[config.mk]
export PLATFORM = sky130hd
export DESIGN_NAME = pot_regs
export DESIGN_NICKNAME = d
export VERILOG_FILES = /design/src/hdl/pot_pkg.sv /design/src/hdl/pot_group.sv /design/src/hdl/pot_regs.sv
export SDC_FILE = /design/constraint.sdc
export NUM_CORES = 1
export LEC_CHECK = 0
export BUFFER_PORTS_ARGS = -buffer_cell sky130_fd_sc_hd__buf_2
export CAP_MARGIN = 25
export CELL_PAD_IN_SITES_DETAIL_PLACEMENT = 0
export CELL_PAD_IN_SITES_GLOBAL_PLACEMENT = 1
export CORE_MARGIN = 3
export CORE_UTILIZATION = 45
export DETAILED_ROUTE_END_ITERATION = 7
export PLACE_DENSITY_LB_ADDON = 0.1
export SYNTH_ARGS = -nofsm -noshare
export SYNTH_HDL_FRONTEND = slang
export SYNTH_SLANG_ARGS = --single-unit
[constraint.sdc]
create_clock -name clk -period 5.2 [get_ports clk]
set_input_delay 1.04 -clock clk [delete_from_list [all_inputs] [get_ports clk]]
set_output_delay 1.04 -clock clk [all_outputs]
set_load 0.01 [all_outputs]
[src/hdl/pot_pkg.sv]
// ****************************************
// Pattern output trigger constants
// ****************************************
package pot_pkg;

  // Widths and counts
  localparam int POT_ADDR_W = 28;
  localparam int POT_DATA_W = 8;
  localparam int POT_GRP_W  = 4;
  localparam int POT_NGRP   = 4;
  localparam int POT_SEL_W  = 2;
  localparam int POT_NCH    = 4;
  localparam int POT_PIN_W  = POT_GRP_W * POT_NGRP;

  // Register offsets, byte addresses as printed
  localparam logic [POT_ADDR_W-1:0] POT_OFS_NOV       = 28'h5fffff0;
  localparam logic [POT_ADDR_W-1:0] POT_OFS_TRIG      = 28'h5fffff1;
  localparam logic [POT_ADDR_W-1:0] POT_OFS_EN_HI     = 28'h5fffff2;
  localparam logic [POT_ADDR_W-1:0] POT_OFS_EN_LO     = 28'h5fffff3;
  localparam logic [POT_ADDR_W-1:0] POT_OFS_ND_SHARED = 28'h05ffff5;
  localparam logic [POT_ADDR_W-1:0] POT_OFS_ND_SPARE  = 28'h05ffff7;
  localparam logic [POT_ADDR_W-1:0] POT_OFS_ND_G1     = 28'h5fffff5;
  localparam logic [POT_ADDR_W-1:0] POT_OFS_ND_G0     = 28'h5fffff7;

  // Field positions
  localparam int POT_GRP1_LSB = 4;
  localparam int POT_GRP0_LSB = 0;

  // Reset values
  localparam logic [7:0] POT_TRIG_RST = 8'hff;
  localparam logic [7:0] POT_EN_RST   = 8'h00;
  localparam logic [7:0] POT_ND_RST   = 8'h00;
  localparam logic [3:0] POT_NOV_RST  = 4'h0;
  localparam logic [15:0] POT_OUT_RST = 16'h0000;

  // Reserved read values
  localparam logic [7:0] POT_RSVD_BYTE = 8'hff;
  localparam logic [3:0] POT_RSVD_NIB  = 4'hf;
  localparam logic [7:0] POT_RD_IDLE   = 8'h00;

  // Register port request
  typedef struct packed {
    logic [POT_ADDR_W-1:0] addr;
    logic [POT_DATA_W-1:0] wdata;
    logic                  wr;
    logic                  rd;
  } pot_bus_s;

  // Timer compare strobes, one bit per channel
  typedef struct packed {
    logic [POT_NCH-1:0] cmp_a;
    logic [POT_NCH-1:0] cmp_b;
  } pot_cmp_s;

endpackage

[src/hdl/pot_group.sv]
`timescale 1ns/100ps

// ****************************************
// One 4-pin output group
// ****************************************
module pot_group
  import pot_pkg::*;
(
  // Trigger choice
  input  wire logic [POT_SEL_W-1:0] sel,
  input  wire logic                 nov,
  input  wire pot_cmp_s             cmp,
  // Data
  input  wire logic [POT_GRP_W-1:0] nd,
  input  wire logic [POT_GRP_W-1:0] en,
  input  wire logic [POT_GRP_W-1:0] cur,
  output logic      [POT_GRP_W-1:0] nxt
);

  logic hit_a;
  logic hit_b;

  // Selected channel strobes
  assign hit_a = cmp.cmp_a[sel];
  assign hit_b = cmp.cmp_b[sel];

  // Next latch value for the group
  always_comb begin
    nxt = cur;
    if (hit_a && !nov) begin
      nxt = (cur & ~en) | (nd & en);  // see RULE12, see RULE13
    end
    if (nov) begin
      if (hit_a) begin
        nxt = nxt & ~(en & ~nd);      // see RULE12
      end
      if (hit_b) begin
        nxt = nxt | (en & nd);        // see RULE12
      end
    end
  end

endmodule

[src/hdl/pot_regs.sv]
// Behaviour
// RULE1: Bits 7,6 of the trigger select register pick the timer channel 0..3 compare match for group 3.
// RULE2: Bits 5,4 of the trigger select register pick the timer channel 0..3 compare match for group 2.
// RULE3: Bits 3,2 of the trigger select register pick the timer channel 0..3 compare match for group 1.
// RULE4: Bits 1,0 of the trigger select register pick the timer channel 0..3 compare match for group 0.
// RULE5: After reset every trigger field holds 11, so all groups follow channel 3.
// RULE6: Each low enable bit lets pin 7..0 take its next data, a zero blocks it, all reset to zero.
// RULE7: Each high enable bit lets pin 15..8 take its next data, a zero blocks it, all reset to zero.
// RULE8: With groups 0 and 1 on one trigger, the shared byte holds group 1 in 7-4 and group 0 in 3-0.
// RULE9: With groups 0 and 1 on one trigger, the spare byte ignores writes and reads all ones.
// RULE10: With different triggers, the group 1 byte holds data in 7-4 and reads ones in 3-0.
// RULE11: With different triggers, the group 0 byte holds data in 3-0 and reads ones in 7-4.
// RULE12: Non-overlap off updates on compare A; on, zeros go out on A and ones on B.
// RULE13: On its trigger a group copies enabled next bits into the latch in one clock.
`timescale 1ns/100ps

module pot_regs
  import pot_pkg::*;
(
  // Clock and reset
  input  wire logic                  clk,
  input  wire logic                  rst_n,
  // Register port
  input  wire pot_bus_s              bus_req,
  output logic      [POT_DATA_W-1:0] rd_data,
  // Timer compare strobes
  input  wire pot_cmp_s              cmp,
  // Next data for pins 15..8, held outside
  input  wire logic [7:0]            pending_out_high_bits,
  // Port output latch
  output logic      [POT_PIN_W-1:0]  port_b_out_bits
);

  // ****************************************
  // Storage and decode
  // ****************************************

  logic [7:0]            trig_sel_reg;
  logic [3:0]            nov_reg;
  logic [7:0]            xfer_enable_low_bits;
  logic [7:0]            xfer_enable_high_bits;
  logic [7:0]            pending_out_low_bits;
  logic [POT_PIN_W-1:0]  port_b_out_reg;
  logic [POT_PIN_W-1:0]  port_b_out_next;
  logic [POT_DATA_W-1:0] rd_data_reg;
  logic [POT_DATA_W-1:0] rd_data_next;
  logic                  shared_trig;
  logic                  wr_nov;
  logic                  wr_trig;
  logic                  wr_en_hi;
  logic                  wr_en_lo;
  logic                  wr_nd_shared;
  logic                  wr_nd_g1;
  logic                  wr_nd_g0;
  logic [POT_PIN_W-1:0]  nd_all;
  logic [POT_PIN_W-1:0]  en_all;

  // Groups 0 and 1 share one trigger
  assign shared_trig = (trig_sel_reg[3:2] == trig_sel_reg[1:0]);

  // Write decode, layout follows trigger sharing
  assign wr_nov       = bus_req.wr && (bus_req.addr == POT_OFS_NOV);
  assign wr_trig      = bus_req.wr && (bus_req.addr == POT_OFS_TRIG);
  assign wr_en_hi     = bus_req.wr && (bus_req.addr == POT_OFS_EN_HI);
  assign wr_en_lo     = bus_req.wr && (bus_req.addr == POT_OFS_EN_LO);
  assign wr_nd_shared = bus_req.wr && shared_trig && (bus_req.addr == POT_OFS_ND_SHARED);  // see RULE8
  assign wr_nd_g1     = bus_req.wr && !shared_trig && (bus_req.addr == POT_OFS_ND_G1);    // see RULE10
  assign wr_nd_g0     = bus_req.wr && !shared_trig && (bus_req.addr == POT_OFS_ND_G0);    // see RULE11

  // ****************************************
  // Control registers
  // ****************************************

  // Trigger select, all fields start on channel 3
  always_ff @(posedge clk or negedge rst_n) begin
    if (!rst_n) begin
      trig_sel_reg <= POT_TRIG_RST;           // see RULE5
    end else if (wr_trig) begin
      trig_sel_reg <= bus_req.wdata;
    end
  end

  // Non-overlap mode bits
  always_ff @(posedge clk or negedge rst_n) begin
    if (!rst_n) begin
      nov_reg <= POT_NOV_RST;
    end else if (wr_nov) begin
      nov_reg <= bus_req.wdata[3:0];
    end
  end

  // Low transfer enables
  always_ff @(posedge clk or negedge rst_n) begin
    if (!rst_n) begin
      xfer_enable_low_bits <= POT_EN_RST;     // see RULE6
    end else if (wr_en_lo) begin
      xfer_enable_low_bits <= bus_req.wdata;
    end
  end

  // High transfer enables
  always_ff @(posedge clk or negedge rst_n) begin
    if (!rst_n) begin
      xfer_enable_high_bits <= POT_EN_RST;    // see RULE7
    end else if (wr_en_hi) begin
      xfer_enable_high_bits <= bus_req.wdata;
    end
  end

  // ****************************************
  // Next data for groups 0 and 1
  // ****************************************

  // Whole byte when shared, one nibble per address when split
  always_ff @(posedge clk or negedge rst_n) begin
    if (!rst_n) begin
      pending_out_low_bits <= POT_ND_RST;
    end else if (wr_nd_shared) begin
      pending_out_low_bits <= bus_req.wdata;  // see RULE8
    end else if (wr_nd_g1) begin
      pending_out_low_bits[POT_GRP1_LSB +: POT_GRP_W] <= bus_req.wdata[POT_GRP1_LSB +: POT_GRP_W];  // see RULE10
    end else if (wr_nd_g0) begin
      pending_out_low_bits[POT_GRP0_LSB +: POT_GRP_W] <= bus_req.wdata[POT_GRP0_LSB +: POT_GRP_W];  // see RULE11
    end
  end

  // ****************************************
  // Read path
  // ****************************************

  // Read mux, unmapped addresses read zero
  always_comb begin
    rd_data_next = POT_RD_IDLE;
    if (bus_req.addr == POT_OFS_NOV) begin
      rd_data_next = {POT_RSVD_NIB, nov_reg};
    end else if (bus_req.addr == POT_OFS_TRIG) begin
      rd_data_next = trig_sel_reg;
    end else if (bus_req.addr == POT_OFS_EN_HI) begin
      rd_data_next = xfer_enable_high_bits;
    end else if (bus_req.addr == POT_OFS_EN_LO) begin
      rd_data_next = xfer_enable_low_bits;
    end else if (shared_trig && bus_req.addr == POT_OFS_ND_SHARED) begin
      rd_data_next = pending_out_low_bits;                             // see RULE8
    end else if (shared_trig && bus_req.addr == POT_OFS_ND_SPARE) begin
      rd_data_next = POT_RSVD_BYTE;                                    // see RULE9
    end else if (!shared_trig && bus_req.addr == POT_OFS_ND_G1) begin
      rd_data_next = {pending_out_low_bits[7:4], POT_RSVD_NIB};        // see RULE10
    end else if (!shared_trig && bus_req.addr == POT_OFS_ND_G0) begin
      rd_data_next = {POT_RSVD_NIB, pending_out_low_bits[3:0]};        // see RULE11
    end
  end

  // Read data for one cycle after the strobe
  always_ff @(posedge clk or negedge rst_n) begin
    if (!rst_n) begin
      rd_data_reg <= POT_RD_IDLE;
    end else if (bus_req.rd) begin
      rd_data_reg <= rd_data_next;
    end else begin
      rd_data_reg <= POT_RD_IDLE;
    end
  end

  assign rd_data = rd_data_reg;

  // ****************************************
  // Output groups
  // ****************************************

  // Flat views of data and enables
  assign nd_all = {pending_out_high_bits, pending_out_low_bits};
  assign en_all = {xfer_enable_high_bits, xfer_enable_low_bits};

  // One transfer unit per group
  for (genvar g = 0; g < POT_NGRP; g++) begin : g_grp
    pot_group u_grp (
      .sel (trig_sel_reg[POT_SEL_W*g +: POT_SEL_W]),  // see RULE1, see RULE2, see RULE3, see RULE4
      .nov (nov_reg[g]),
      .cmp (cmp),
      .nd  (nd_all[POT_GRP_W*g +: POT_GRP_W]),
      .en  (en_all[POT_GRP_W*g +: POT_GRP_W]),        // see RULE6, see RULE7
      .cur (port_b_out_reg[POT_GRP_W*g +: POT_GRP_W]),
      .nxt (port_b_out_next[POT_GRP_W*g +: POT_GRP_W])
    );
  end

  // Port output latch
  always_ff @(posedge clk or negedge rst_n) begin
    if (!rst_n) begin
      port_b_out_reg <= POT_OUT_RST;
    end else begin
      port_b_out_reg <= port_b_out_next;  // see RULE13
    end
  end

  assign port_b_out_bits = port_b_out_reg;

  logic trig_written;

  // Marks the first trigger select write since reset
  always_ff @(posedge clk or negedge rst_n) begin
    if (!rst_n) begin
      trig_written <= 1'b0;
    end else if (wr_trig) begin
      trig_written <= 1'b1;
    end
  end
endmodule

## Word-level counts from Yosys, hierarchy flattened

Index checks and enable logic that the tools add are counted.

- Bits in registers: 60

- $lt $le $gt $ge: 4
- Eq/ne operators: 10
- Muxes and demuxes: 49
- Bitwise gates (word level): 36
- Reductions and logical operators: 25

Operators by type and width:

| cell | count |
|---|---|
| $eq A28 B27 Y1 const B | 6 |
| $mux W4 | 23 |
| $mux W8 | 10 |
| $and A4 B4 Y4 | 16 |
| $eq A28 B23 Y1 const B | 2 |
| $not A4 Y4 | 12 |
| $or A4 B4 Y4 | 8 |
| $logic_and A1 B1 Y1 | 17 |
| $bmux W1 S2 | 8 |
| $lt A2 B3 Y1 const B | 4 |
| $mux W1 | 8 |
| $logic_not A1 Y1 | 5 |
| $reduce_bool A2 Y1 | 2 |
| $eq A2 B2 Y1 | 1 |
| $ne A2 B2 Y1 const B | 1 |
| $reduce_and A2 Y1 | 1 |

## Longest topological paths before layout

Gate-level depths: netlist (run 1).

- Depth in word-level cells: 12
- Gate-level depth with buffers: 6

## Hierarchy

A second synthesis (run 1) with hierarchy kept.

- Cells, all modules: 300
- Area total of the unflattened synthesis: 3477.1 µm²

Modules (own cells, without submodules):

| module | times used | cells an instance | area an instance (µm²) |
|---|---|---|---|
| pot_regs | 1 | 204 | 2736.4 |
| pot_group | 4 | 24 | 185.2 |

## Worst setup path before layout (run 1)

No wires, ideal clock.

- Kind: input port to flip-flop
- From: input bus_req[21] (netlist bit)
- To: register pending_out_low_bits[4]
- Setup time: 0.125 ns
- Arrival time: 2.571 ns
- Setup slack: 2.504 ns
- Cell stages on the path: 6
- Path through: nand4_2 -> nor4_4 -> nand3_2 -> or4_1 -> buf_2 -> mux2_4

- Cells in the longest elaborated chain, start to end: 3
- Elaborated cells between the ends (all ways): 6
- Those cells by class: eq/ne (2); mux (1); reduce/logical (3)

RTL lines:

| what | line | RTL |
|---|---|---|
| start: declaration | pot_regs.sv:24 | `input wire pot_bus_s bus_req,` |
| $eq A28 B23 Y1 / $eq A28 B27 Y1 (equally long branches) | pot_regs.sv:66, pot_regs.sv:67 |  |
| $logic_and A1 B1 Y1, on equally long branches | pot_regs.sv:66, pot_regs.sv:67 |  |
| $mux W8 / $reduce_bool A2 Y1 (equally long branches) | - |  |
| end signal: assignment | pot_regs.sv:119 | `pending_out_low_bits <= bus_req.wdata;` |
| end signal: indexed assignment | pot_regs.sv:121 | `pending_out_low_bits[POT_GRP1_LSB +: POT_GRP_W] <= bus_req.wdata[POT_GRP1_LSB +: POT_GRP_W];` |
| end signal: indexed assignment | pot_regs.sv:123 | `pending_out_low_bits[POT_GRP0_LSB +: POT_GRP_W] <= bus_req.wdata[POT_GRP0_LSB +: POT_GRP_W];` |
| end: declaration | pot_regs.sv:42 | `logic [7:0] pending_out_low_bits;` |

Parallel ways exist; a longest one is shown, timed or not.
A chain may end at the register's enable or synchronous reset.

## Final worst setup path (run 1)

- From: input bus_req[37] (netlist bit)
- To: register xfer_enable_low_bits[4]

- Cells in the longest elaborated chain, start to end: 2

RTL lines:

| what | line | RTL |
|---|---|---|
| $eq A28 B27 Y1 | pot_regs.sv:65 | `assign wr_en_lo = bus_req.wr && (bus_req.addr == POT_OFS_EN_LO);` |
| $logic_and A1 B1 Y1 | pot_regs.sv:65 |  |
| end signal: assignment | pot_regs.sv:97 | `xfer_enable_low_bits <= bus_req.wdata;` |
| end: declaration | pot_regs.sv:40 | `logic [7:0] xfer_enable_low_bits;` |

Every way passes these cells.

==> impl_metrics.prom, run 1 <==
# TYPE chip_impl_metric gauge
chip_impl_metric{name="core_area",unit="sq mm"} 0.00660
chip_impl_info{name="layout_common_cells",value="sky130_fd_sc_hd__buf_2 (79), sky130_fd_sc_hd__dfrtp_1 (52), sky130_fd_sc_hd__nand2_1 (36), sky130_fd_sc_hd__a21oi_1 (36), sky130_fd_sc_hd__mux2_2 (36)"} 1
chip_impl_metric{name="design.final.nets",unit=""} 415
chip_impl_metric{name="yosys_warnings",unit=""} 0
chip_impl_metric{name="wl",unit="um"} 8330
chip_impl_metric{name="via_count",unit=""} 2632
chip_impl_metric{name="largest_register_ff_count",unit=""} 16
chip_impl_metric{name="ys_seq_elements",unit=""} 60
chip_impl_metric{name="drv.max_cap_violation_count",unit=""} 0
chip_impl_metric{name="postCtsHoldBufs",unit=""} 0
chip_impl_metric{name="diode_insertion_count_for_antenna_repair",unit=""} 0
chip_impl_metric{name="timing_hold_violations_final",unit=""} 0
chip_impl_metric{name="tightest_slew",unit="ps"} 756
chip_impl_metric{name="async_reset_ff_frac",unit=""} 1.00
chip_impl_metric{name="crit_required",unit="ps"} 5430
chip_impl_metric{name="worst_setup_hold_path_clk_slew",unit="ps"} 70
chip_impl_metric{name="slew_viol_final",unit=""} 0
chip_impl_info{name="hold_path_startpoint",value="port_b_out_bits[6]"} 1
chip_impl_metric{name="placement.io_buffers",unit=""} 79
chip_impl_metric{name="cellLeakagePower",unit="uW"} 0.00186
chip_impl_metric{name="clk-insertion-delay-late",unit="ps"} 340
chip_impl_metric{name="die-height",unit="um"} 90.0
chip_impl_metric{name="grt_first_pass_wirelength",unit="um"} 14000
chip_impl_metric{name="numClockSinks",unit=""} 60
chip_impl_metric{name="grt_max_degree",unit=""} 61
chip_impl_metric{name="drt_drc_violations_left",unit=""} 0
chip_impl_metric{name="multiInputGateArea",unit="sq mm"} 0.00164
chip_impl_metric{name="finalHoldWorstSlack",unit="ps"} 520
chip_impl_metric{name="post-cts-setup-buffer-count",unit=""} 0
chip_impl_metric{name="power",unit="uW"} 1010
chip_impl_metric{name="min_period",unit="ps"} 2810
chip_impl_metric{name="max_fanout_on_critical_path",unit=""} 8
chip_impl_info{name="worstSetupPathType",value="in -> reg"} 1
chip_impl_info{name="worst_hold_path_type",value="reg -> reg"} 1
chip_impl_metric{name="grt-ovfl-total",unit=""} 0
chip_impl_metric{name="tritoncts_buffer_count",unit=""} 9
chip_impl_metric{name="reg2reg_setup_slack",unit="ps"} 2960
chip_impl_info{name="post-synth-top-area-cell",value="sky130_fd_sc_hd__dfrtp_1"} 1
chip_impl_metric{name="rows",unit=""} 29
chip_impl_metric{name="synth_edf_count",unit=""} 0
chip_impl_metric{name="effective_utilization_at_floorplan",unit=""} 0.481
chip_impl_metric{name="layout-drive-gt1-share",unit=""} 0.445
chip_impl_metric{name="timing.clock.skew",unit="ps"} 6.17
chip_impl_metric{name="postSynthNetCount",unit=""} 328
chip_impl_metric{name="setup_viol",unit=""} 0
chip_impl_info{name="r2r-start",value="trig_sel_reg[2]"} 1
chip_impl_metric{name="syn-mean-instance-area",unit="sq um"} 11.7
chip_impl_metric{name="arrival",unit="ps"} 3040
chip_impl_metric{name="drt-pass1-iter-count",unit=""} 4
chip_impl_info{name="critical_path.startpoint_type",value="input pin"} 1
chip_impl_metric{name="post_cts_sizing",unit=""} 0
chip_impl_info{name="synthTopCellsByArea",value="sky130_fd_sc_hd__dfrtp_1 (41%), sky130_fd_sc_hd__mux2_2 (13%), sky130_fd_sc_hd__mux4_2 (7.8%)"} 1
chip_impl_metric{name="relSlewSlack",unit=""} 0.496
chip_impl_metric{name="synth-seq-area-share",unit=""} 0.476
chip_impl_metric{name="place.gp.congestion",unit=""} 0.855
chip_impl_metric{name="achievable-frequency",unit="MHz"} 356
chip_impl_metric{name="pwr_per_cell_area",unit="mW/mm^2"} 258
chip_impl_info{name="tritoncts",value="built"} 1
chip_impl_metric{name="ys_types",unit=""} 37
chip_impl_metric{name="design.die.area",unit="sq mm"} 0.00810
chip_impl_metric{name="grt_pass1_vias",unit=""} 2669
chip_impl_info{name="rsz_0062_raised_after_global_routing",value="no"} 1
chip_impl_info{name="whs_endpoint",value="port_b_out_bits[6]"} 1
chip_impl_metric{name="ant_nets",unit=""} 0
chip_impl_metric{name="num-fill-cells",unit=""} 606
chip_impl_info{name="yosys_most_used_dff",value="sky130_fd_sc_hd__dfrtp_1"} 1
chip_impl_info{name="layout_commonest_cell",value="sky130_fd_sc_hd__buf_2"} 1
chip_impl_metric{name="final.setup.worst_slack",unit="ps"} 2390
chip_impl_metric{name="die_w",unit="um"} 90.0
chip_impl_metric{name="drt-wirelength-per-cell",unit="um"} 18.2
chip_impl_metric{name="top_level_port_count",unit=""} 80
chip_impl_metric{name="syn-instance-count",unit=""} 272
chip_impl_metric{name="avgViaCountPerCell",unit=""} 5.76
chip_impl_info{name="root_buffer",value="sky130_fd_sc_hd__clkbuf_8"} 1
chip_impl_metric{name="dp.final_hpwl",unit="um"} 6280
chip_impl_info{name="status",value="finished clean"} 1
chip_impl_metric{name="setup_tns",unit="ps"} 0
chip_impl_metric{name="htree_num_levels",unit=""} 3
chip_impl_metric{name="vdd_drop_max",unit="uV"} 148
chip_impl_metric{name="cts_buffer_depth",unit=""} 2
chip_impl_metric{name="utilization",unit=""} 0.591
chip_impl_metric{name="grt_usage",unit=""} 0.219
chip_impl_metric{name="storage_element_area",unit="sq mm"} 0.00151
chip_impl_info{name="endpoint_class_of_the_critical_path",value="register"} 1
chip_impl_metric{name="netlist_area",unit="sq mm"} 0.00318
chip_impl_metric{name="pre_cts_ws",unit="ps"} 2050
chip_impl_metric{name="detail_route.iter0.violations",unit=""} 150
chip_impl_metric{name="fraction_of_post_synthesis_cell_area_in_the_top_cell_type_by_area",unit=""} 0.410
chip_impl_metric{name="period_share",unit=""} 0.541
chip_impl_info{name="crit-reg2reg-capture",value="pending_out_low_bits[6]"} 1
chip_impl_metric{name="ff2ff_path_depth",unit=""} 5
chip_impl_metric{name="syn2layout_area_growth",unit="%"} 22.9
chip_impl_metric{name="antenna_violations_before_repair",unit=""} 0
chip_impl_metric{name="holdPathStages",unit=""} 2
-- synth_stat cells, drive strengths merged (2+ instances only) --
cell type,n
dfrtp,52
a21oi,36
or4,2
and2,2
nand3,4
clkbuf,2
mux2,40
o221ai,3
nand2,36
and4,3
a31oi,4
dfstp,8
nand4,7
a22oi,2
and3,4
nor4,3
buf,2
a211o,2
inv,3
o211a,4
o32ai,4
nor2,19
o21ai,5
xnor2,2
o22ai,4
nand4b,2
mux4,12
-- power breakdown --
| group | internal, uW | switching (uW) |
|---|---|---|
| Sequential | 467 | 0.0000526 |
| Combinational | 26.9 | 43.0 |
| Clock | 282 | 189 |
| Total | 775 | 232 |
-- through the flow --
| step | std cells | instance area (sq um) |
|---|---|---|
| after floorplan | 272 | 3180 |
| after global placement | 441 | 3680 |
| after detailed placement | 441 | 3680 |
| after CTS | 457 | 3900 |
| after global routing | 457 | 3900 |
| final | 457 | 3900 |
-- area by class of cell --
class                   count  share of cell area
repair buffers             80               0.103
flip-flops and latches     60               0.387
clock buffers              10              0.0353
clock inverters             6              0.0224
inverters                   3             0.00288
well taps                  93              0.0298
multi-input cells         205               0.419
-- critical path: stages --
cell	delay [ps]
sky130_fd_sc_hd__buf_2	90
sky130_fd_sc_hd__and4bb_1	310
sky130_fd_sc_hd__nand4_1	190
sky130_fd_sc_hd__nor4_4	600
sky130_fd_sc_hd__nand4_2	400
sky130_fd_sc_hd__mux2_2	390
-- how the worst max path moves through the flow --
stage                      startpoint                       to  slack (ps)  cells after the start
after detailed placement  bus_req[37]  xfer_enable_low_bits[4]        2050                      6
after global placement    bus_req[37]  xfer_enable_low_bits[2]        2160                      6
after global routing      bus_req[37]  xfer_enable_low_bits[5]        2270                      6
after CTS                 bus_req[37]  xfer_enable_low_bits[4]        2420                      6
final                     bus_req[37]  xfer_enable_low_bits[4]        2390                      6
after floorplan           bus_req[21]  pending_out_low_bits[4]        2500                      6
-- cells by family after synthesis --
group / after synthesis / synth area share
XOR/XNOR: 2 / 0.00551
buffers and inverters: 7 / 0.00906
multiplexers: 52 / 0.233
AO/OA/AOI/OAI: 67 / 0.131
flip-flops: 60 / 0.476
AND/OR/NAND/NOR: 84 / 0.146
-- layer usage --
layer	global-route usage	part of all wire
met5	0	0
met2	0.322	0.44
met4	0.0867	0.022
met3	0.0584	0.077
met1	0.309	0.47
Note: power is estimated with default switching activity, not from simulation.
==> run 2, diff against run 1 <==
--- a/config.mk
+++ b/config.mk
@@ -10,7 +10,7 @@
 export CELL_PAD_IN_SITES_DETAIL_PLACEMENT = 0
 export CELL_PAD_IN_SITES_GLOBAL_PLACEMENT = 1
 export CORE_MARGIN = 3
-export CORE_UTILIZATION = 45
+export CORE_UTILIZATION = 38
 export DETAILED_ROUTE_END_ITERATION = 7
 export PLACE_DENSITY_LB_ADDON = 0.1
 export SYNTH_ARGS = -nofsm -noshare
==> constraint.sdc (replaced) <==
create_clock -name clk -period 2.4 [get_ports clk]
set_input_delay 0.48 -clock clk [delete_from_list [all_inputs] [get_ports clk]]
set_output_delay 0.48 -clock clk [all_outputs]
set_load 0.01 [all_outputs]
==> impl_metrics.prom, run 2 (synthesis results as in run 1) <==
# TYPE chip_impl_metric gauge
chip_impl_metric{name="reg2reg_setup_slack",unit="ps"} 230
chip_impl_metric{name="grt_usage",unit=""} 0.192
chip_impl_metric{name="grt-ovfl-total",unit=""} 0
chip_impl_metric{name="timing.clock.skew",unit="ps"} 7.30
chip_impl_info{name="layout_commonest_cell",value="sky130_fd_sc_hd__buf_2"} 1
chip_impl_metric{name="power.combinational.fraction",unit=""} 0.070
chip_impl_metric{name="p_int",unit="uW"} 1760
chip_impl_metric{name="vdd_drop_max",unit="uV"} 334
chip_impl_metric{name="dp.final_hpwl",unit="um"} 6670
chip_impl_metric{name="tightest_slew",unit="ps"} 752
chip_impl_metric{name="max_stage_delay",unit="ps"} 630
chip_impl_metric{name="design.die.area",unit="sq mm"} 0.00949
chip_impl_metric{name="max_fanout_on_critical_path",unit=""} 6
chip_impl_info{name="cpLargestDelayFamily",value="simple AND/OR/NAND/NOR gates"} 1
chip_impl_metric{name="stdcell_count",unit=""} 481
chip_impl_info{name="endpoint_class_of_the_critical_path",value="register"} 1
chip_impl_metric{name="achievable-frequency",unit="MHz"} 461
chip_impl_metric{name="pwr_per_cell_area",unit="mW/mm^2"} 564
chip_impl_metric{name="syn2layout_area_growth",unit="%"} 27.2
chip_impl_metric{name="top_level_port_count",unit=""} 80
chip_impl_metric{name="power.share.switching",unit=""} 0.227
chip_impl_metric{name="ant_nets",unit=""} 0
chip_impl_info{name="critical_path.startpoint_type",value="register"} 1
chip_impl_metric{name="grt_first_pass_wirelength",unit="um"} 14400
chip_impl_metric{name="grt_pass1_vias",unit=""} 2642
chip_impl_metric{name="drt-wirelength-per-cell",unit="um"} 18.4
chip_impl_info{name="worst_path_max_delay_cell",value="sky130_fd_sc_hd__dfstp_2"} 1
chip_impl_metric{name="setup_viol",unit=""} 0
chip_impl_metric{name="cts_buffer_depth",unit=""} 2
chip_impl_metric{name="grt_max_degree",unit=""} 61
chip_impl_metric{name="rows",unit=""} 32
chip_impl_metric{name="num-fill-cells",unit=""} 744
chip_impl_metric{name="via_count",unit=""} 2678
chip_impl_metric{name="crit_required",unit="ps"} 2630
chip_impl_info{name="root_buffer",value="sky130_fd_sc_hd__clkbuf_8"} 1
chip_impl_metric{name="drt-pass1-iter-count",unit=""} 5
chip_impl_info{name="layout_common_cells",value="sky130_fd_sc_hd__buf_2 (79), sky130_fd_sc_hd__dfrtp_1 (52), sky130_fd_sc_hd__nand2_1 (36), sky130_fd_sc_hd__a21oi_1 (36), sky130_fd_sc_hd__mux2_2 (36)"} 1
chip_impl_metric{name="cellLeakagePower",unit="uW"} 0.00194
chip_impl_info{name="crit_chain",value="xnor2_1 > and3_1 > nor2_1 > or4_1 > mux2_4"} 1
chip_impl_metric{name="drv.max_cap_violation_count",unit=""} 0
chip_impl_metric{name="avgViaCountPerCell",unit=""} 5.57
chip_impl_metric{name="drt_drc_violations_left",unit=""} 0
chip_impl_metric{name="diode_insertion_count_for_antenna_repair",unit=""} 0
chip_impl_info{name="worstSetupPathType",value="reg -> reg"} 1
chip_impl_metric{name="setup_tns",unit="ps"} 0
chip_impl_metric{name="timing_hold_violations_final",unit=""} 0
chip_impl_metric{name="period_share",unit=""} 0.903
chip_impl_info{name="tritoncts",value="built"} 1
chip_impl_metric{name="effective_utilization_at_floorplan",unit=""} 0.401
chip_impl_metric{name="relSlewSlack",unit=""} 0.499
chip_impl_metric{name="post_cts_sizing",unit=""} 0
chip_impl_metric{name="numPlacedInstances",unit=""} 465
chip_impl_metric{name="tritoncts_buffer_count",unit=""} 9
chip_impl_metric{name="arrival",unit="ps"} 2400
chip_impl_info{name="status",value="finished clean"} 1
chip_impl_metric{name="slew_viol_final",unit=""} 0
chip_impl_metric{name="ff2ff_path_depth",unit=""} 5
chip_impl_metric{name="htree_num_levels",unit=""} 3
chip_impl_metric{name="design.final.nets",unit=""} 430
chip_impl_metric{name="core_area",unit="sq mm"} 0.00793
chip_impl_metric{name="placement.io_buffers",unit=""} 79
chip_impl_metric{name="share_clk_of_total_power",unit=""} 0.486
chip_impl_metric{name="numClockSinks",unit=""} 60
chip_impl_metric{name="min_period",unit="ps"} 2170
chip_impl_metric{name="postCtsHoldBufs",unit=""} 0
chip_impl_metric{name="power.switching",unit="uW"} 518
chip_impl_metric{name="die_w",unit="um"} 97.4
chip_impl_metric{name="worst_setup_hold_path_clk_slew",unit="ps"} 70
chip_impl_metric{name="seq_power_share",unit=""} 0.444
chip_impl_metric{name="largest_register_ff_count",unit=""} 16
chip_impl_metric{name="wl",unit="um"} 8860
chip_impl_metric{name="layout-drive-gt1-share",unit=""} 0.467
chip_impl_metric{name="clk-insertion-delay-late",unit="ps"} 350
chip_impl_metric{name="post-cts-setup-buffer-count",unit=""} 0
chip_impl_info{name="rsz_0062_raised_after_global_routing",value="no"} 1
chip_impl_metric{name="critical_path.n_buffers_inverters",unit=""} 0
chip_impl_info{name="crit-reg2reg-capture",value="pending_out_low_bits[6]"} 1
chip_impl_metric{name="die-height",unit="um"} 97.4
chip_impl_metric{name="place.gp.congestion",unit=""} 0.830
chip_impl_metric{name="antenna_violations_before_repair",unit=""} 0
chip_impl_metric{name="detail_route.iter0.violations",unit=""} 168
chip_impl_info{name="r2r-start",value="trig_sel_reg[0]"} 1
chip_impl_info{name="worst_hold_path_type",value="in -> async"} 1
==> run 2: cell types whose count changed in the layout (fill, tap and decap cells not counted), sizes merged <==
cell	previous run	this run
clkinvlp	3	2
clkbuf	10	9
buf	80	95
clkinv	1	2
bufinv	2	3
==> run 2: worst max-delay path by stage <==
stage,start,to,cells past startpoint
after CTS,trig_sel_reg[0],pending_out_low_bits[5],5
after global placement,bus_req[37],pending_out_low_bits[5],7
after floorplan,bus_req[21],pending_out_low_bits[4],6
final,trig_sel_reg[0],pending_out_low_bits[6],5
after detailed placement,bus_req[37],pending_out_low_bits[7],7
after global routing,trig_sel_reg[0],pending_out_low_bits[6],5
==> run 2: through the flow <==
step | util | total power, uW | setup slack [ps] | hold WS [ps] | area, sq um
final | 0.510 | 2280 | 232 | 283 | 4040
after global placement | 0.480 | 1190 | 81.6 | 495 | 3800
after global routing | 0.510 | 2380 | 123 | 338 | 4040
after detailed placement | 0.480 | 1190 | 67.5 | 507 | 3800
after CTS | 0.510 | 2310 | 234 | 309 | 4040
after floorplan | - | 1080 | 264 | 184 | 3180
==> run 2: final cells by class <==
type,count,area (sq um),area share
timing repair buffer,95,515,0.128
inverter,3,11.3,0.00279
multi-input combinational,205,1640,0.405
clock inverter,7,115,0.0285
sequential,60,1510,0.374
clock buffer,9,124,0.0307
tap,102,128,0.0316
==> run 2: metal layers <==
| layer | up-vias | share of wire | global-route usage |
|---|---|---|---|
| li1 | 1267 | - | - |
| met1 | 1297 | 0.49 | 0.282 |
| met2 | 104 | 0.43 | 0.276 |
| met3 | 10 | 0.066 | 0.0589 |
| met4 | 0 | 0.0093 | 0.0501 |
| met5 | - | 0 | 0 |
==> run 2: power by group through the flow <==
stage / Combinational, uW / Clock, uW / Sequential (uW)
after global routing: 176 / 1190 / 1010
after floorplan: 53.8 / 0 / 1030
after global placement: 159 / 0 / 1030
after detailed placement: 160 / 0 / 1030
final: 159 / 1110 / 1010
after CTS: 161 / 1140 / 1010
